--- config.mk ---
export PLATFORM = sky130hd
export DESIGN_NAME = afi_top
export DESIGN_NICKNAME = d
export VERILOG_FILES = /design/src/afi_pkg.sv /design/src/afi_top.sv
export VERILOG_INCLUDE_DIRS = /design/src
export SDC_FILE = /design/constraint.sdc
export NUM_CORES = 1
export LEC_CHECK = 0
export ABC_AREA = 1
export BUFFER_PORTS_ARGS = -buffer_cell sky130_fd_sc_hd__buf_2
export CAP_MARGIN = 20
export CORE_MARGIN = 3
export CORE_UTILIZATION = 38
export CTS_CLUSTER_DIAMETER = 100
export DETAILED_ROUTE_END_ITERATION = 8
export SLEW_MARGIN = 20
export SYNTH_ARGS = -nofsm -noshare
export SYNTH_HDL_FRONTEND = slang
export SYNTH_SLANG_ARGS = --single-unit
--- constraint.sdc ---
create_clock -name CLOCK -period 2.82 [get_ports CLOCK]
set_input_delay 0.423 -clock CLOCK [delete_from_list [all_inputs] [get_ports CLOCK]]
set_output_delay 0.423 -clock CLOCK [all_outputs]
set_load 0.03 [all_outputs]
--- src/afi_consts.svh ---
// Purpose: constants of the converter serial frame interface
// Assumes: included by bare name
// Notes:   definitions only
`ifndef AFI_CONSTS_SVH
`define AFI_CONSTS_SVH
`define AFI_FRAME_BITS    144
`define AFI_CMD_BITS      16
`define AFI_STRAP_ASYNC   2'h0
`define AFI_STRAP_MASTER  2'h1
`define AFI_STRAP_SLAVE   2'h3
`define AFI_STROBE_IDLE   1'b1
`define AFI_DOUT_RESET    1'b0
`define AFI_RATE_WIDTH    16
`endif

--- src/afi_pkg.sv ---
// Purpose: types of the converter serial frame interface
// Assumes: afi_consts.svh holds the numbers
// Notes:   gray codes along the usual path
`include "afi_consts.svh"
package afi_pkg;
  typedef enum logic [1:0] {
    MODE_ASYNC  = `AFI_STRAP_ASYNC,
    MODE_MASTER = `AFI_STRAP_MASTER,
    MODE_SLAVE  = `AFI_STRAP_SLAVE
  } afi_mode_e;
  typedef enum logic [1:0] {
    FR_IDLE  = 2'h0,
    FR_SHIFT = 2'h1,
    FR_DONE  = 2'h3
  } afi_frame_e;
  typedef struct packed {
    logic                       internal_clock_source_sel;
    logic [2:0]                 clock_config_first_div;
    logic [2:0]                 modulator_clock_divider;
    logic [`AFI_RATE_WIDTH-1:0] data_rate_ticks;
  } afi_cfg_s;
  typedef struct packed {
    logic resync_fault_flag;
    logic data_overrun_flag;
  } afi_flags_s;
endpackage : afi_pkg

--- src/afi_top.sv ---
// Purpose: serial frame interface of a multi-channel delta-sigma converter
// Assumes: all inputs synchronous to CLOCK; CLOCK stands for the clock input pin
// Notes:   SPI with clock polarity 0, clock phase 1 only
// Summary of operation
// async mode, chip select rising at frame end drives strobe high
// master mode drives SCLK, strobe and DOUT; host times DIN to SCLK
// master SCLK equals internal clock divided from clock input by first config
// master SCLK toggles continuously; frame starts at strobe falling edge
// DIN sampled on SCLK falling edge in every mode
// received command takes effect only after the frame completes
// each DOUT bit shifted out on SCLK rising edge
// DOUT tristated while chip select high and after the last bit
// master strobe falling coincides with loading new data into shifter
// master strobe returns high after last frame bit
// host sets internal clock fast enough to finish frame before next data
// slave mode takes chip select, SCLK, DIN, strobe as inputs; drives DOUT only
// host holds chip select low for the whole transfer
// chip select high resets frame, ignores SCLK and DIN, tristates DOUT
// slave source select picks clock input or SCLK as internal clock
// host keeps SCLK continuous and clean when it is the internal clock
// modulator clock divided from internal clock by three-bit divider
// slave strobe falling edges checked against internal data update
// unexpected strobe edge sets resync fault flag and resets filter
// host may raise strobe any time but keeps falling edges on rate
// host starts slave frame with chip select falling, with or after strobe
// interface mode taken from strap once after reset
// clock polarity 0, clock phase 1 only
// async overrun pulses strobe high half modulator period, sets overrun flag
// frame bit counter clears at frame start and marks the last bit
`timescale 1ns/1ps
`include "afi_consts.svh"
module afi_top #(
  parameter int FRAME_BITS = `AFI_FRAME_BITS,
  parameter int CMD_BITS   = `AFI_CMD_BITS
) (
  input  wire logic                  CLOCK,
  input  wire logic                  RESET_N,
  input  wire logic [1:0]            MODE_STRAP,
  input  wire afi_pkg::afi_cfg_s     CONFIG,
  input  wire logic [FRAME_BITS-1:0] CONV_DATA,
  input  wire afi_pkg::afi_flags_s   FLAG_CLEAR,
  input  wire logic                  CS_N,
  input  wire logic                  SCLK_I,
  input  wire logic                  DIN,
  input  wire logic                  DATA_READY_STROBE_N_I,
  output logic                       SCLK_O,
  output logic                       SCLK_OE,
  output logic                       DATA_READY_STROBE_N_O,
  output logic                       DATA_READY_STROBE_N_OE,
  output logic                       DOUT_O,
  output logic                       DOUT_OE,
  output logic [CMD_BITS-1:0]        CMD_WORD,
  output logic                       CMD_VALID,
  output afi_pkg::afi_flags_s        FLAGS,
  output logic                       MOD_TICK,
  output logic                       DATA_UPDATE,
  output logic                       FILTER_RESET,
  output afi_pkg::afi_mode_e         MODE
);
  localparam int CW = $clog2(FRAME_BITS + 1);

  if (FRAME_BITS <= CMD_BITS || CMD_BITS < 2) begin : g_check
    $error("frame must be longer than the command word");
  end

  // mode strap
  afi_pkg::afi_mode_e mode_reg, mode_next;
  logic               taken_reg, taken_next;
  logic               sclk_oe_reg, sclk_oe_next;
  logic               strb_oe_reg, strb_oe_next;

  always_comb begin
    mode_next  = mode_reg;
    taken_next = 1'b1;
    if (!taken_reg) begin
      case (MODE_STRAP)
        `AFI_STRAP_MASTER: mode_next = afi_pkg::MODE_MASTER;
        `AFI_STRAP_SLAVE:  mode_next = afi_pkg::MODE_SLAVE;
        default:           mode_next = afi_pkg::MODE_ASYNC;
      endcase
    end
    sclk_oe_next = (mode_next == afi_pkg::MODE_MASTER);
    strb_oe_next = (mode_next != afi_pkg::MODE_SLAVE);
  end

  always_ff @(posedge CLOCK) begin
    if (!RESET_N) begin
      mode_reg    <= afi_pkg::MODE_ASYNC;
      taken_reg   <= 1'b0;
      sclk_oe_reg <= 1'b0;
      strb_oe_reg <= 1'b1;
    end else begin
      mode_reg    <= mode_next;
      taken_reg   <= taken_next;
      sclk_oe_reg <= sclk_oe_next;
      strb_oe_reg <= strb_oe_next;
    end
  end

  wire is_master = (mode_reg == afi_pkg::MODE_MASTER);
  wire is_slave  = (mode_reg == afi_pkg::MODE_SLAVE);

  // internal, serial and modulator clocks
  logic [2:0]                 hp_cnt_reg, hp_cnt_next;
  logic                       sclk_o_reg, sclk_o_next;
  logic                       sclk_prev_reg;
  logic                       strb_prev_reg;
  logic [3:0]                 mod_cnt_reg, mod_cnt_next;
  logic [`AFI_RATE_WIDTH-1:0] conv_cnt_reg, conv_cnt_next;
  logic                       mod_tick_reg, mod_tick_next;
  logic                       update_reg, update_next;
  logic                       frst_reg, frst_next;
  logic                       gen_edge, ic_edge, mod_last, rate_wrap;
  logic                       strb_fall_in, fault;

  always_comb begin
    // a counter already past a lowered divider wraps at once instead of running to 7
    gen_edge     = (hp_cnt_reg >= CONFIG.clock_config_first_div);
    hp_cnt_next  = gen_edge ? 3'h0 : hp_cnt_reg + 3'h1;
    sclk_o_next  = gen_edge ? ~sclk_o_reg : sclk_o_reg;
    // SCLK as internal clock: each of its edges is one half period
    ic_edge      = (is_slave && CONFIG.internal_clock_source_sel) ?
                   (SCLK_I ^ sclk_prev_reg) : gen_edge;
    mod_last     = (mod_cnt_reg == {CONFIG.modulator_clock_divider, 1'b1});
    mod_cnt_next = ic_edge ? (mod_last ? 4'h0 : mod_cnt_reg + 4'h1) : mod_cnt_reg;
    mod_tick_next = ic_edge & mod_last;
    rate_wrap    = ({1'b0, conv_cnt_reg} + 17'h1) >= {1'b0, CONFIG.data_rate_ticks};
    conv_cnt_next = conv_cnt_reg;
    if (mod_tick_next) begin
      conv_cnt_next = rate_wrap ? '0 : conv_cnt_reg + 16'h1;
    end
    // edge valid only within the modulator period after an update
    strb_fall_in = is_slave & strb_prev_reg & ~DATA_READY_STROBE_N_I;
    fault        = strb_fall_in & (conv_cnt_reg != '0);
    if (fault) begin
      conv_cnt_next = '0;
      mod_cnt_next  = 4'h0;
    end
    update_next  = mod_tick_next & rate_wrap & ~fault;
    frst_next    = fault;
  end

  always_ff @(posedge CLOCK) begin
    if (!RESET_N) begin
      hp_cnt_reg    <= 3'h0;
      sclk_o_reg    <= 1'b0;
      sclk_prev_reg <= 1'b0;
      strb_prev_reg <= `AFI_STROBE_IDLE;
      mod_cnt_reg   <= 4'h0;
      conv_cnt_reg  <= '0;
      mod_tick_reg  <= 1'b0;
      update_reg    <= 1'b0;
      frst_reg      <= 1'b0;
    end else begin
      hp_cnt_reg    <= hp_cnt_next;
      sclk_o_reg    <= sclk_o_next;
      sclk_prev_reg <= SCLK_I;
      strb_prev_reg <= DATA_READY_STROBE_N_I;
      mod_cnt_reg   <= mod_cnt_next;
      conv_cnt_reg  <= conv_cnt_next;
      mod_tick_reg  <= mod_tick_next;
      update_reg    <= update_next;
      frst_reg      <= frst_next;
    end
  end

  // frame engine
  afi_pkg::afi_frame_e fr_reg, fr_next;
  logic [CW-1:0]         bit_cnt_reg, bit_cnt_next;
  logic [FRAME_BITS-1:0] tx_reg, tx_next;
  logic [FRAME_BITS-1:0] hold_reg, hold_next;
  logic [CMD_BITS-1:0]   rx_reg, rx_next;
  logic [CMD_BITS-1:0]   cmd_reg, cmd_next;
  logic                  cmd_vld_reg, cmd_vld_next;
  logic                  dout_reg, dout_next;
  logic                  dout_oe_reg, dout_oe_next;
  logic                  strb_reg, strb_next;
  logic                  ovr_reg, ovr_next;
  logic [2:0]            ovr_cnt_reg, ovr_cnt_next;
  afi_pkg::afi_flags_s   flags_reg, flags_next;
  logic                  cs_prev_reg;
  logic                  rise, fall, busy, last, set_ovr, frame_end;

  always_comb begin
    fr_next      = fr_reg;
    bit_cnt_next = bit_cnt_reg;
    tx_next      = tx_reg;
    hold_next    = hold_reg;
    rx_next      = rx_reg;
    cmd_next     = cmd_reg;
    cmd_vld_next = 1'b0;
    dout_next    = dout_reg;
    dout_oe_next = dout_oe_reg;
    strb_next    = strb_reg;
    ovr_next     = ovr_reg;
    ovr_cnt_next = ovr_cnt_reg;
    set_ovr      = 1'b0;
    frame_end    = 1'b0;
    busy         = (fr_reg == afi_pkg::FR_SHIFT);
    // master shifts on its own SCLK; the chip select input is not used there
    if (is_master) begin
      rise = gen_edge & ~sclk_o_reg;
      fall = gen_edge & sclk_o_reg;
    end else begin
      rise = ~CS_N & SCLK_I & ~sclk_prev_reg;
      fall = ~CS_N & ~SCLK_I & sclk_prev_reg;
    end
    last = (bit_cnt_reg == CW'(FRAME_BITS - 1));

    if (update_reg) begin
      if (busy) begin
        set_ovr = 1'b1;
      end else if (is_master) begin
        tx_next      = CONV_DATA;
        strb_next    = 1'b0;
        fr_next      = afi_pkg::FR_SHIFT;
        bit_cnt_next = '0;
      end else begin
        hold_next = CONV_DATA;
        strb_next = 1'b0;
      end
    end
    if (set_ovr && !is_master) begin
      strb_next    = 1'b1;
      ovr_next     = 1'b1;
      ovr_cnt_next = 3'h0;
    end else if (ovr_reg && ic_edge) begin
      ovr_cnt_next = ovr_cnt_reg + 3'h1;
      if (ovr_cnt_reg == CONFIG.modulator_clock_divider) begin
        ovr_next  = 1'b0;
        strb_next = 1'b0;
      end
    end

    if (busy && rise) begin
      dout_next    = tx_reg[FRAME_BITS-1];
      dout_oe_next = 1'b1;
      tx_next      = {tx_reg[FRAME_BITS-2:0], 1'b0};
    end
    if (busy && fall) begin
      if (bit_cnt_reg < CW'(CMD_BITS)) begin
        rx_next = {rx_reg[CMD_BITS-2:0], DIN};
      end
      bit_cnt_next = bit_cnt_reg + CW'(1);
      if (last) begin
        dout_oe_next = 1'b0;
        fr_next      = afi_pkg::FR_DONE;
        if (is_master) begin
          strb_next = 1'b1;
        end
      end
    end

    if (is_master) begin
      if (fr_reg == afi_pkg::FR_DONE) begin
        frame_end = 1'b1;
        fr_next   = afi_pkg::FR_IDLE;
      end
    end else if (CS_N) begin
      frame_end    = ~cs_prev_reg & (bit_cnt_reg >= CW'(CMD_BITS));
      fr_next      = afi_pkg::FR_IDLE;
      bit_cnt_next = '0;
      dout_oe_next = 1'b0;
      // new data landing with the chip select rise keeps its strobe fall
      if (!cs_prev_reg && mode_reg == afi_pkg::MODE_ASYNC && !ovr_next &&
          !(update_reg && !busy)) begin
        strb_next = 1'b1;
      end
    end else if (cs_prev_reg) begin
      fr_next      = afi_pkg::FR_SHIFT;
      bit_cnt_next = '0;
      tx_next      = (update_reg && !busy) ? CONV_DATA : hold_reg;
    end
    if (frame_end) begin
      cmd_next     = rx_reg;
      cmd_vld_next = 1'b1;
    end

    // a set in the same cycle as a clear wins
    flags_next.resync_fault_flag = fault |
      (flags_reg.resync_fault_flag & ~FLAG_CLEAR.resync_fault_flag);
    flags_next.data_overrun_flag = set_ovr |
      (flags_reg.data_overrun_flag & ~FLAG_CLEAR.data_overrun_flag);
  end

  always_ff @(posedge CLOCK) begin
    if (!RESET_N) begin
      fr_reg      <= afi_pkg::FR_IDLE;
      bit_cnt_reg <= '0;
      tx_reg      <= '0;
      hold_reg    <= '0;
      rx_reg      <= '0;
      cmd_reg     <= '0;
      cmd_vld_reg <= 1'b0;
      dout_reg    <= `AFI_DOUT_RESET;
      dout_oe_reg <= 1'b0;
      strb_reg    <= `AFI_STROBE_IDLE;
      ovr_reg     <= 1'b0;
      ovr_cnt_reg <= 3'h0;
      flags_reg   <= '0;
      cs_prev_reg <= 1'b1;
    end else begin
      fr_reg      <= fr_next;
      bit_cnt_reg <= bit_cnt_next;
      tx_reg      <= tx_next;
      hold_reg    <= hold_next;
      rx_reg      <= rx_next;
      cmd_reg     <= cmd_next;
      cmd_vld_reg <= cmd_vld_next;
      dout_reg    <= dout_next;
      dout_oe_reg <= dout_oe_next;
      strb_reg    <= strb_next;
      ovr_reg     <= ovr_next;
      ovr_cnt_reg <= ovr_cnt_next;
      flags_reg   <= flags_next;
      cs_prev_reg <= CS_N;
    end
  end

  assign SCLK_O                 = sclk_o_reg;
  assign SCLK_OE                = sclk_oe_reg;
  assign DATA_READY_STROBE_N_O  = strb_reg;
  assign DATA_READY_STROBE_N_OE = strb_oe_reg;
  assign DOUT_O                 = dout_reg;
  assign DOUT_OE                = dout_oe_reg;
  assign CMD_WORD               = cmd_reg;
  assign CMD_VALID              = cmd_vld_reg;
  assign FLAGS                  = flags_reg;
  assign MOD_TICK               = mod_tick_reg;
  assign DATA_UPDATE            = update_reg;
  assign FILTER_RESET           = frst_reg;
  assign MODE                   = mode_reg;
endmodule : afi_top

; Yosys cells after proc, flatten, opt, wreduce, memory -nomap -nowiden
; Cells that the tools add are included.
[word_totals]
out_inout_bits = 30
reg_bits = 375
wordCells = 157
[op_classes]
mux = 57
add_sub_neg = 6
reduce_logical = 21
magnitude_cmp = 4
bitwise = 30
n_eq_ne = 11
[ops]
columns = op, count
row1 = $mux 144, 8
row2 = $mux 8, 7
row3 = $mux 1, 29
row4 = $mux 2, 10
row5 = $add 16x1->17 const B, 1
row6 = $ge 17x16->1, 1
row7 = $add 16x1->16 const B, 1
row8 = $mux 16, 1
row9 = $reduce_bool 16->1, 1
row10 = $and 1x1->1, 15
row11 = $not 1->1, 12
row12 = $logic_and 1x1->1, 9
row13 = $add 8x1->8 const B, 1
row14 = $eq 2x1->1 const B, 4
row15 = $eq 8x8->1 const B, 1
row16 = $ge 8x5->1 const B, 1
row17 = $lt 8x5->1 const B, 1
row18 = $add 3x1->3 const B, 2
row19 = $eq 2x2->1 const B, 3
row20 = $reduce_or 2->1, 3
row21 = $logic_not 1->1, 5
row22 = $add 4x1->4 const B, 1
row23 = $eq 4x4->1, 1
row24 = $mux 4, 1
row25 = other kinds (9), 10

; Logic depth before layout (Yosys ltp)
; Gate-level depths: netlist of run 1.
[logic_depth]
depth_word = 12
ltp_mapped = 20
ltp_nobuf = 19

; Worst setup path after synthesis of run 1
; Ideal clock, no wire load.
[synth_path]
path_kind = flip-flop to flip-flop
startpoint = register conv_cnt_reg[0]
endpoint = register conv_cnt_reg[10]
path_stages_with_launch = 21
required_time_ns = 2.761
setup_slack_ns = 0.193
n_path_buf = 1
t_arrival_ns = 2.568
path_cell_list = dfxtp_1 ha_1 nand2_1 nor2_1 nand4_1 nor2_1 xnor2_1 inv_1 ha_1 nand2_1 inv_1 nand2_1 nor2_1 a21oi_1 nand2_1 nand2_1 nand2_1 nand2_1 clkbuf_1 nand4_1 nand2_1
[synth_via]
elab_chain_cells = 3
[synth_rtl]
columns = element, line_no
row1 = from (decl), afi_top.sv:109  ; logic [`AFI_RATE_WIDTH-1:0] conv_cnt_reg, conv_cnt_next;
row2 = from (signal assigned), afi_top.sv:160  ; conv_cnt_reg <= conv_cnt_next;
row3 = $add 16x1->17 / $reduce_bool 16->1 (equally long branches), "afi_top.sv:127, afi_top.sv:134"
row4 = $ge 17x16->1 / $and 1x1->1 (equally long branches), "afi_top.sv:127, afi_top.sv:134"
row5 = $mux 16 / $reduce_or 2->1 (equally long branches), --
; Parallel ways exist; a longest one is shown, timed or not.
; A chain may end at the register's enable or synchronous reset.

; Final worst setup path of run 1
[layout_path]
startpoint = register conv_cnt_reg[1]
endpoint = register conv_cnt_reg[14]
; Same word-level chain as after synthesis.

==> results of run 1 <==
==> worst max path at each step <==
| stage | start | endpoint | slack, ns | depth (start not counted) |
|---|---|---|---|---|
| global route | conv_cnt_reg[1]$_SDFFE_PP0P_ | conv_cnt_reg[14]$_SDFFE_PP0P_ | -0.05 | 20 |
| finish | conv_cnt_reg[1]$_SDFFE_PP0P_ | conv_cnt_reg[14]$_SDFFE_PP0P_ | 0.20 | 19 |
| global placement | conv_cnt_reg[0]$_SDFFE_PP0P_ | DATA_UPDATE$_SDFF_PN0_ | 0.04 | 15 |
| floorplan | conv_cnt_reg[0]$_SDFFE_PP0P_ | conv_cnt_reg[10]$_SDFFE_PP0P_ | 0.19 | 20 |
| detailed placement | conv_cnt_reg[0]$_SDFFE_PP0P_ | DATA_UPDATE$_SDFF_PN0_ | -0.09 | 15 |
| CTS | conv_cnt_reg[0]$_SDFFE_PP0P_ | DATA_UPDATE$_SDFF_PN0_ | 0.1 | 19 |
==> metal layers <==
metal  vias up  wire length (um)  global-route usage, %
li1       9792                 -                      -
met1      8974             25500                   26.3
met2       463             27900                   36.6
met3        97              3350                   4.33
met4        16              1490                   8.66
met5         -                96                      0
==> tightest hold or removal path, cell delays in order <==
cell and delay, ns:
buf_2 0.11, nand2_1 0.05, inv_1 0.04
==> per-stage QoR <==
step | hold WS (ns) | setup TNS (ns)
after detailed placement | 0.441 | -0.322
final | 0.0686 | 0
after CTS | 0.0234 | 0
after global placement | 0.431 | 0
after global routing | 0.0657 | -0.685
after floorplan | 0.417 | 0
==> cell families after synthesis <==
family	Yosys count	synth area share, %
compound gates	666	18.3
xor+xnor	21	0.956
fa+ha+maj	26	1.69
buf+inv	474	9.89
flops	375	39.0
simple gates	1413	30.2
==> cell usage after synthesis (all sizes together), types with 2 or more instances <==
| library cell | instances |
|---|---|
| and2 | 2 |
| a21oi | 212 |
| xor2 | 9 |
| dfxtp | 375 |
| a211oi | 5 |
| ha | 26 |
| nand2 | 701 |
| nand3 | 232 |
| o211ai | 43 |
| xnor2 | 12 |
| inv | 256 |
| or2 | 5 |
| o21ai | 371 |
| clkbuf | 139 |
| nor3b | 2 |
| nor2 | 427 |
| nor3 | 17 |
| buf | 77 |
| a31oi | 31 |
| clkinv | 2 |
| nand4 | 23 |
| nand3b | 2 |
==> cell type report <==
cell class,instances,share of cell area [%]
Tap cell,664,3.69
Inverter,258,4.36
Clock inverter,15,1.05
Clock buffer,66,6.07
Multi-Input combinational cell,2126,44.1
Antenna cell,12,0.133
Sequential cell,375,33.4
Timing Repair Buffer,246,7.25
==> power by group through the flow <==
stage          registers, W  logic, W  clock network, W
5_1_grt             0.00559   0.00163           0.00664
2_1_floorplan       0.00568  0.000937                 0
3_5_place_dp        0.00569   0.00142                 0
3_3_place_gp        0.00568   0.00138                 0
6_report            0.00557   0.00142           0.00627
4_1_cts             0.00557   0.00143           0.00642
==> repair_timing <==
item / in CTS / in global routing
hold buffers: 1 / 0
cloned: 0 / 1
gates resized for setup: 1 / 17
endpoints found under the hold margin: 1 / 0
setup buffers: 0 / 0
endpoints found under the setup margin: 17 / 17
pin swaps: 0 / 4
==> metrics.txt, run 1 <==
outcome finished, final reports clean; share of Yosys cell area claimed by the top area cell type 39.0%; end of the worst register-to-register path conv_cnt_reg[14]$_SDFFE_PP0P_; Pleak 9.46 nW; final setup fails 0; measured slew at the worst slew-check pin a little under 0.9 ns; WS Path Type flip-flop to flip-flop; Buffers on Ports just over 200; vias per cell 5.14; Reg2Reg Depth 19; drt total wl 58400 um; first-pass GRT wire length 95000 um; initial antenna violation count 22; drt pass-1 iters 5; crit path max fanout 8; Critical Path End Type flip-flop; vias 19.3k; Max IR drop VDD 0.339 mV; delay of the slowest critical-path stage between 0.3 and 0.4 ns; PD cells 589 nW/um2; Startpoint Class flip-flop; final period utilization 92.9%; Post-synth EDFFs 0; placed cell count 3667; most used cell, CP nand2_1; final hold vios 0; global route overflow 0; Tot GR Track Use 21.4%; clock-pin slew on the worst setup and hold paths 0.06 ns; final slew viol count 0; Worst Hold Endpoint sclk_prev_reg$_SDFF_PN0_; top_reg_cell synth dfxtp_1; CP delay by family, top simple AND/OR/NAND/NOR gates; Cell Chain, Critical Path buf_4 -> nand3_1 -> nor2_2 -> nand4_1 -> o21ai_0 -> inv_1 -> ha_1 -> nand2_1 -> inv_1 -> nand2_1 -> nor2_2 -> a21oi_1 -> nand2_1 -> nand2_1 -> nand2_1 -> nand2_4 -> clkbuf_16 -> nand4_1 -> nand2_1; combinational share of power 10.7%; worst min path class input pin to flip-flop; top cells by area, synth dfxtp_1 (39%), nand2_1 (14%), nor2_1 (8.2%); Layout Nets 3255; clk buf depth 3; drt initial violations 1304; Die H 231 um; RD Place Congestion 0.821; cell area after layout approximately 23000 um2; Worst path slowest cell dfxtp_2; final worst slack 0.200 ns; DRC Markers 0; final non-filler cell total 3762; clock buffer count from CTS 45; Critical Path RT roughly 3.3 ns; most frequent cells in the layout nand2_1 (690), nor2_1 (417), dfxtp_1 (372); share of cells above drive strength 1 12.0%; CTS sink cnt 375; pin count of the biggest net entering global routing 164; die area 53300 um2; dpl cell area between 20000 and 25000 um2; FF-to-FF Start conv_cnt_reg[1]$_SDFFE_PP0P_; CTS tree done; total power approximately 0.013 W; FF-to-FF setup slack 0.20 ns; vias in the first global route 18.9k; width of the die 231 um; Yosys warning count 0; Synth area leader dfxtp_1; root buffer cell clkbuf_16; worst clock skew 0.0184 ns; htree depth 2; clock share of power roughly 47%; post-route ant nets 0; Seq pwr share around two fifths; Cells after Synth 2975; Min-Delay Startpoint SCLK_I; Post-synth ARST share 0%; Setup WS pre-CTS -0.0852 ns; routed len/inst between 15 and 20 um; net count after synthesis ~3.2k; Sw Share 25.3%; net switching power 0.00336 W; clk_lat worst skew 0.57 ns; max cap viols 0; initial core utilization 38.9%; commonest non-fill, non-tap cell in the layout nand2_1; crit path time final about 2.6 ns; Slew HR between 40% and 50%; Synth Cell Area 19200 um2; fillers 5095; HPWL after detailed placement 34000 um; number of distinct library cells after synthesis 45; Ports 207; Core Area 49500 um2; WP buf/inv 4; multi-input logic area between 9000 and 10000 um2; FMAX 0.382 GHz; register area 7510 um2; num rows 81; Internal 0.00991 W; syn_area_per_cell 6.46 um2; Yosys reg bits 375; worst path arrival time just over 3 ns; hold depth 3; post-synthesis sequential area ratio 39.0%; Area growth syn-to-layout 17.1%; Layout Utilization 45.5%
Power figures use the tool's default switching activity.
==> inputs of run 2 (changes only) <==
--- a/config.mk
+++ b/config.mk
@@ -13,6 +13,7 @@
 export CORE_UTILIZATION = 38
 export CTS_CLUSTER_DIAMETER = 100
 export DETAILED_ROUTE_END_ITERATION = 8
+export GPL_TIMING_DRIVEN = 0
 export SLEW_MARGIN = 20
 export SYNTH_ARGS = -nofsm -noshare
 export SYNTH_HDL_FRONTEND = slang
==> run 2 against run 1 <==
- die area did not move
- register-to-register slack barely moved
- largest power group unchanged
- sequential power barely moved
- via count rose by 7.5%
- critical endpoint is now conv_cnt_reg[7]$_SDFFE_PP0P_
- non-clock buffer count rose by 181
- first-iteration DRC count rose by 44%
- utilization rose by 0.44 points
- count of clock-buffer cells in the layout fell by 1
- setup slack got worse by 0.015 ns
==> metrics.txt, run 2 (synthesis gave the netlist of run 1 again) <==
outcome finished, final reports clean; final slew viol count 0; Reg2Reg Depth 18; CTS tree done; crit path max fanout 10; CTS sink cnt between 300 and 400; Pleak about 9.5 nW; clk_lat worst skew 0.57 ns; vias 20.8k; root buffer cell clkbuf_16; end of the worst register-to-register path conv_cnt_reg[7]$_SDFFE_PP0P_; worst path arrival time 3.09 ns; htree depth 2; Critical Path RT around 3.3 ns; clock-pin slew on the worst setup and hold paths 0.06 ns; most frequent cells in the layout nand2_1 (691), nor2_1 (416), dfxtp_1 (372); measured slew at the worst slew-check pin between 1 and 1.5 ns; Buffers on Ports between 200 and 250; final period utilization a little over 90%; CP endpoint conv_cnt_reg[7]$_SDFFE_PP0P_; max cap viols 0; Slew HR 25.8%; FF-to-FF Start conv_cnt_reg[0]$_SDFFE_PP0P_; routed len/inst 17.8 um; PD cells 573 nW/um2; clk buf depth 3; post-route ant nets 0; final non-filler cell total 3942; die area 53300 um2; placed cell count just under 4k; Startpoint Class flip-flop; pin count of the biggest net entering global routing 14; register area 7520 um2; Area growth syn-to-layout 18.2%; delay of the slowest critical-path stage 0.39 ns; clock buffer count from CTS 44; Cell Chain, Critical Path ha_4 -> nand2_2 -> nor2_4 -> nand4_1 -> nor2_2 -> xnor2_1 -> inv_1 -> ha_4 -> nand2_1 -> inv_1 -> nand2_1 -> nor2_2 -> a21oi_1 -> and2_1 -> buf_6 -> buf_8 -> nand4_1 -> nand2_1; drt initial violations 1876; vias in the first global route roughly 20k; first-pass GRT wire length 108000 um; commonest non-fill, non-tap cell in the layout nand2_1; width of the die roughly 230 um; drt pass-1 iters 6; RD Place Congestion around 0.91; initial core utilization 38.9%; Max IR drop VDD 0.356 mV; Critical path origin conv_cnt_reg[0]$_SDFFE_PP0P_; Critical Path End Type flip-flop; vias per cell 5.27; crit path time final 2.63 ns; multi-input logic area 9890 um2; Worst path slowest cell dfxtp_4; initial antenna violation count 23; worst clock skew 0.0132 ns; final setup fails 0; Core Area 49500 um2; num rows 81; Die H 231 um; share of cells above drive strength 1 12.2%; FMAX 0.380 GHz; HPWL after detailed placement 50400 um; DRC Markers 0; Layout Utilization roughly 46%; worst min path class input pin to flip-flop; FF-to-FF setup slack 0.19 ns; WS Path Type flip-flop to flip-flop; final hold vios 0; Min-Delay Startpoint RESET_N; most used cell, CP nand2_1; Ports 207; Post-CTS Hold Buffers 0; Tot GR Track Use 25.6%; Layout Nets ~3.4k; drt total wl between 70000 and 80000 um; fillers 5202; global route overflow 0
run 2: repair_timing:
action / 4_1_cts / 5_1_grt
buffers inserted: 1 / 4
pin swaps: 1 / 5
resized for setup: 12 / 16
endpoints found under the hold margin: 0 / 0
gates cloned: 0 / 0
setup endpoints to repair: 17 / 18
run 2: power by group:
part           internal, W  switching, W  leakage (nW)
Clock              0.00355       0.00238         0.730
Sequential         0.00549     0.0000831          3.05
Combinational     0.000518      0.000996          5.76
Total              0.00956       0.00346          9.54
run 2: area by class of cell:
class	instances	share of cell area [%]
Tap cell	664	3.65
Inverter	258	4.27
Buffer	216	4.16
Clock buffer	65	5.72
Timing Repair Buffer	211	4.70
Antenna cell	12	0.132
Clock inverter	15	0.793
Sequential cell	375	33.1
Multi-Input combinational cell	2126	43.5
run 2: metrics by stage:
step           cell area (um2)  setup TNS, ns  hold slack (ns)  setup slack (ns)  total power, W
6_report                 22700              0           0.0372             0.185          0.0130
5_1_grt                  22700        -0.0477           0.0341           -0.0123          0.0135
4_1_cts                  22600              0           0.0115           0.00650          0.0131
3_5_place_dp             21100          -6.37            0.441            -0.555         0.00717
3_3_place_gp             21100          -5.80            0.433            -0.512         0.00713
2_1_floorplan            19200              0            0.417             0.193         0.00662
run 2: worst min-delay path by stage:
stage	end	slack (ns)	cells after the start
floorplan	hp_cnt_reg[0]$_SDFF_PP0_	0.42	1
global placement	hp_cnt_reg[0]$_SDFF_PP0_	0.43	1
detailed placement	hold_reg[103]$_SDFFE_PN0P_	0.44	2
CTS	taken_reg$_DFF_P_	0.01	1
global route	taken_reg$_DFF_P_	0.03	1
finish	taken_reg$_DFF_P_	0.04	1
run 2: per-layer routing:
layer / part of all wire, % / up-vias / global-route usage [%]
li1: - / 10200 / -
met1: 42 / 9592 / 32.4
met2: 45 / 819 / 41.1
met3: 8.9 / 198 / 6.27
met4: 4.5 / 24 / 11.7
met5: 0.24 / - / 0
run 2: critical path: cells and delay by family, from the launching register on:
family          cells  cell delay, ns
simple gates       10            1.06
compound gates      1            0.08
buf+inv             4            0.44
fa+ha+maj           2            0.43
xor+xnor            1            0.13
flops               1            0.39
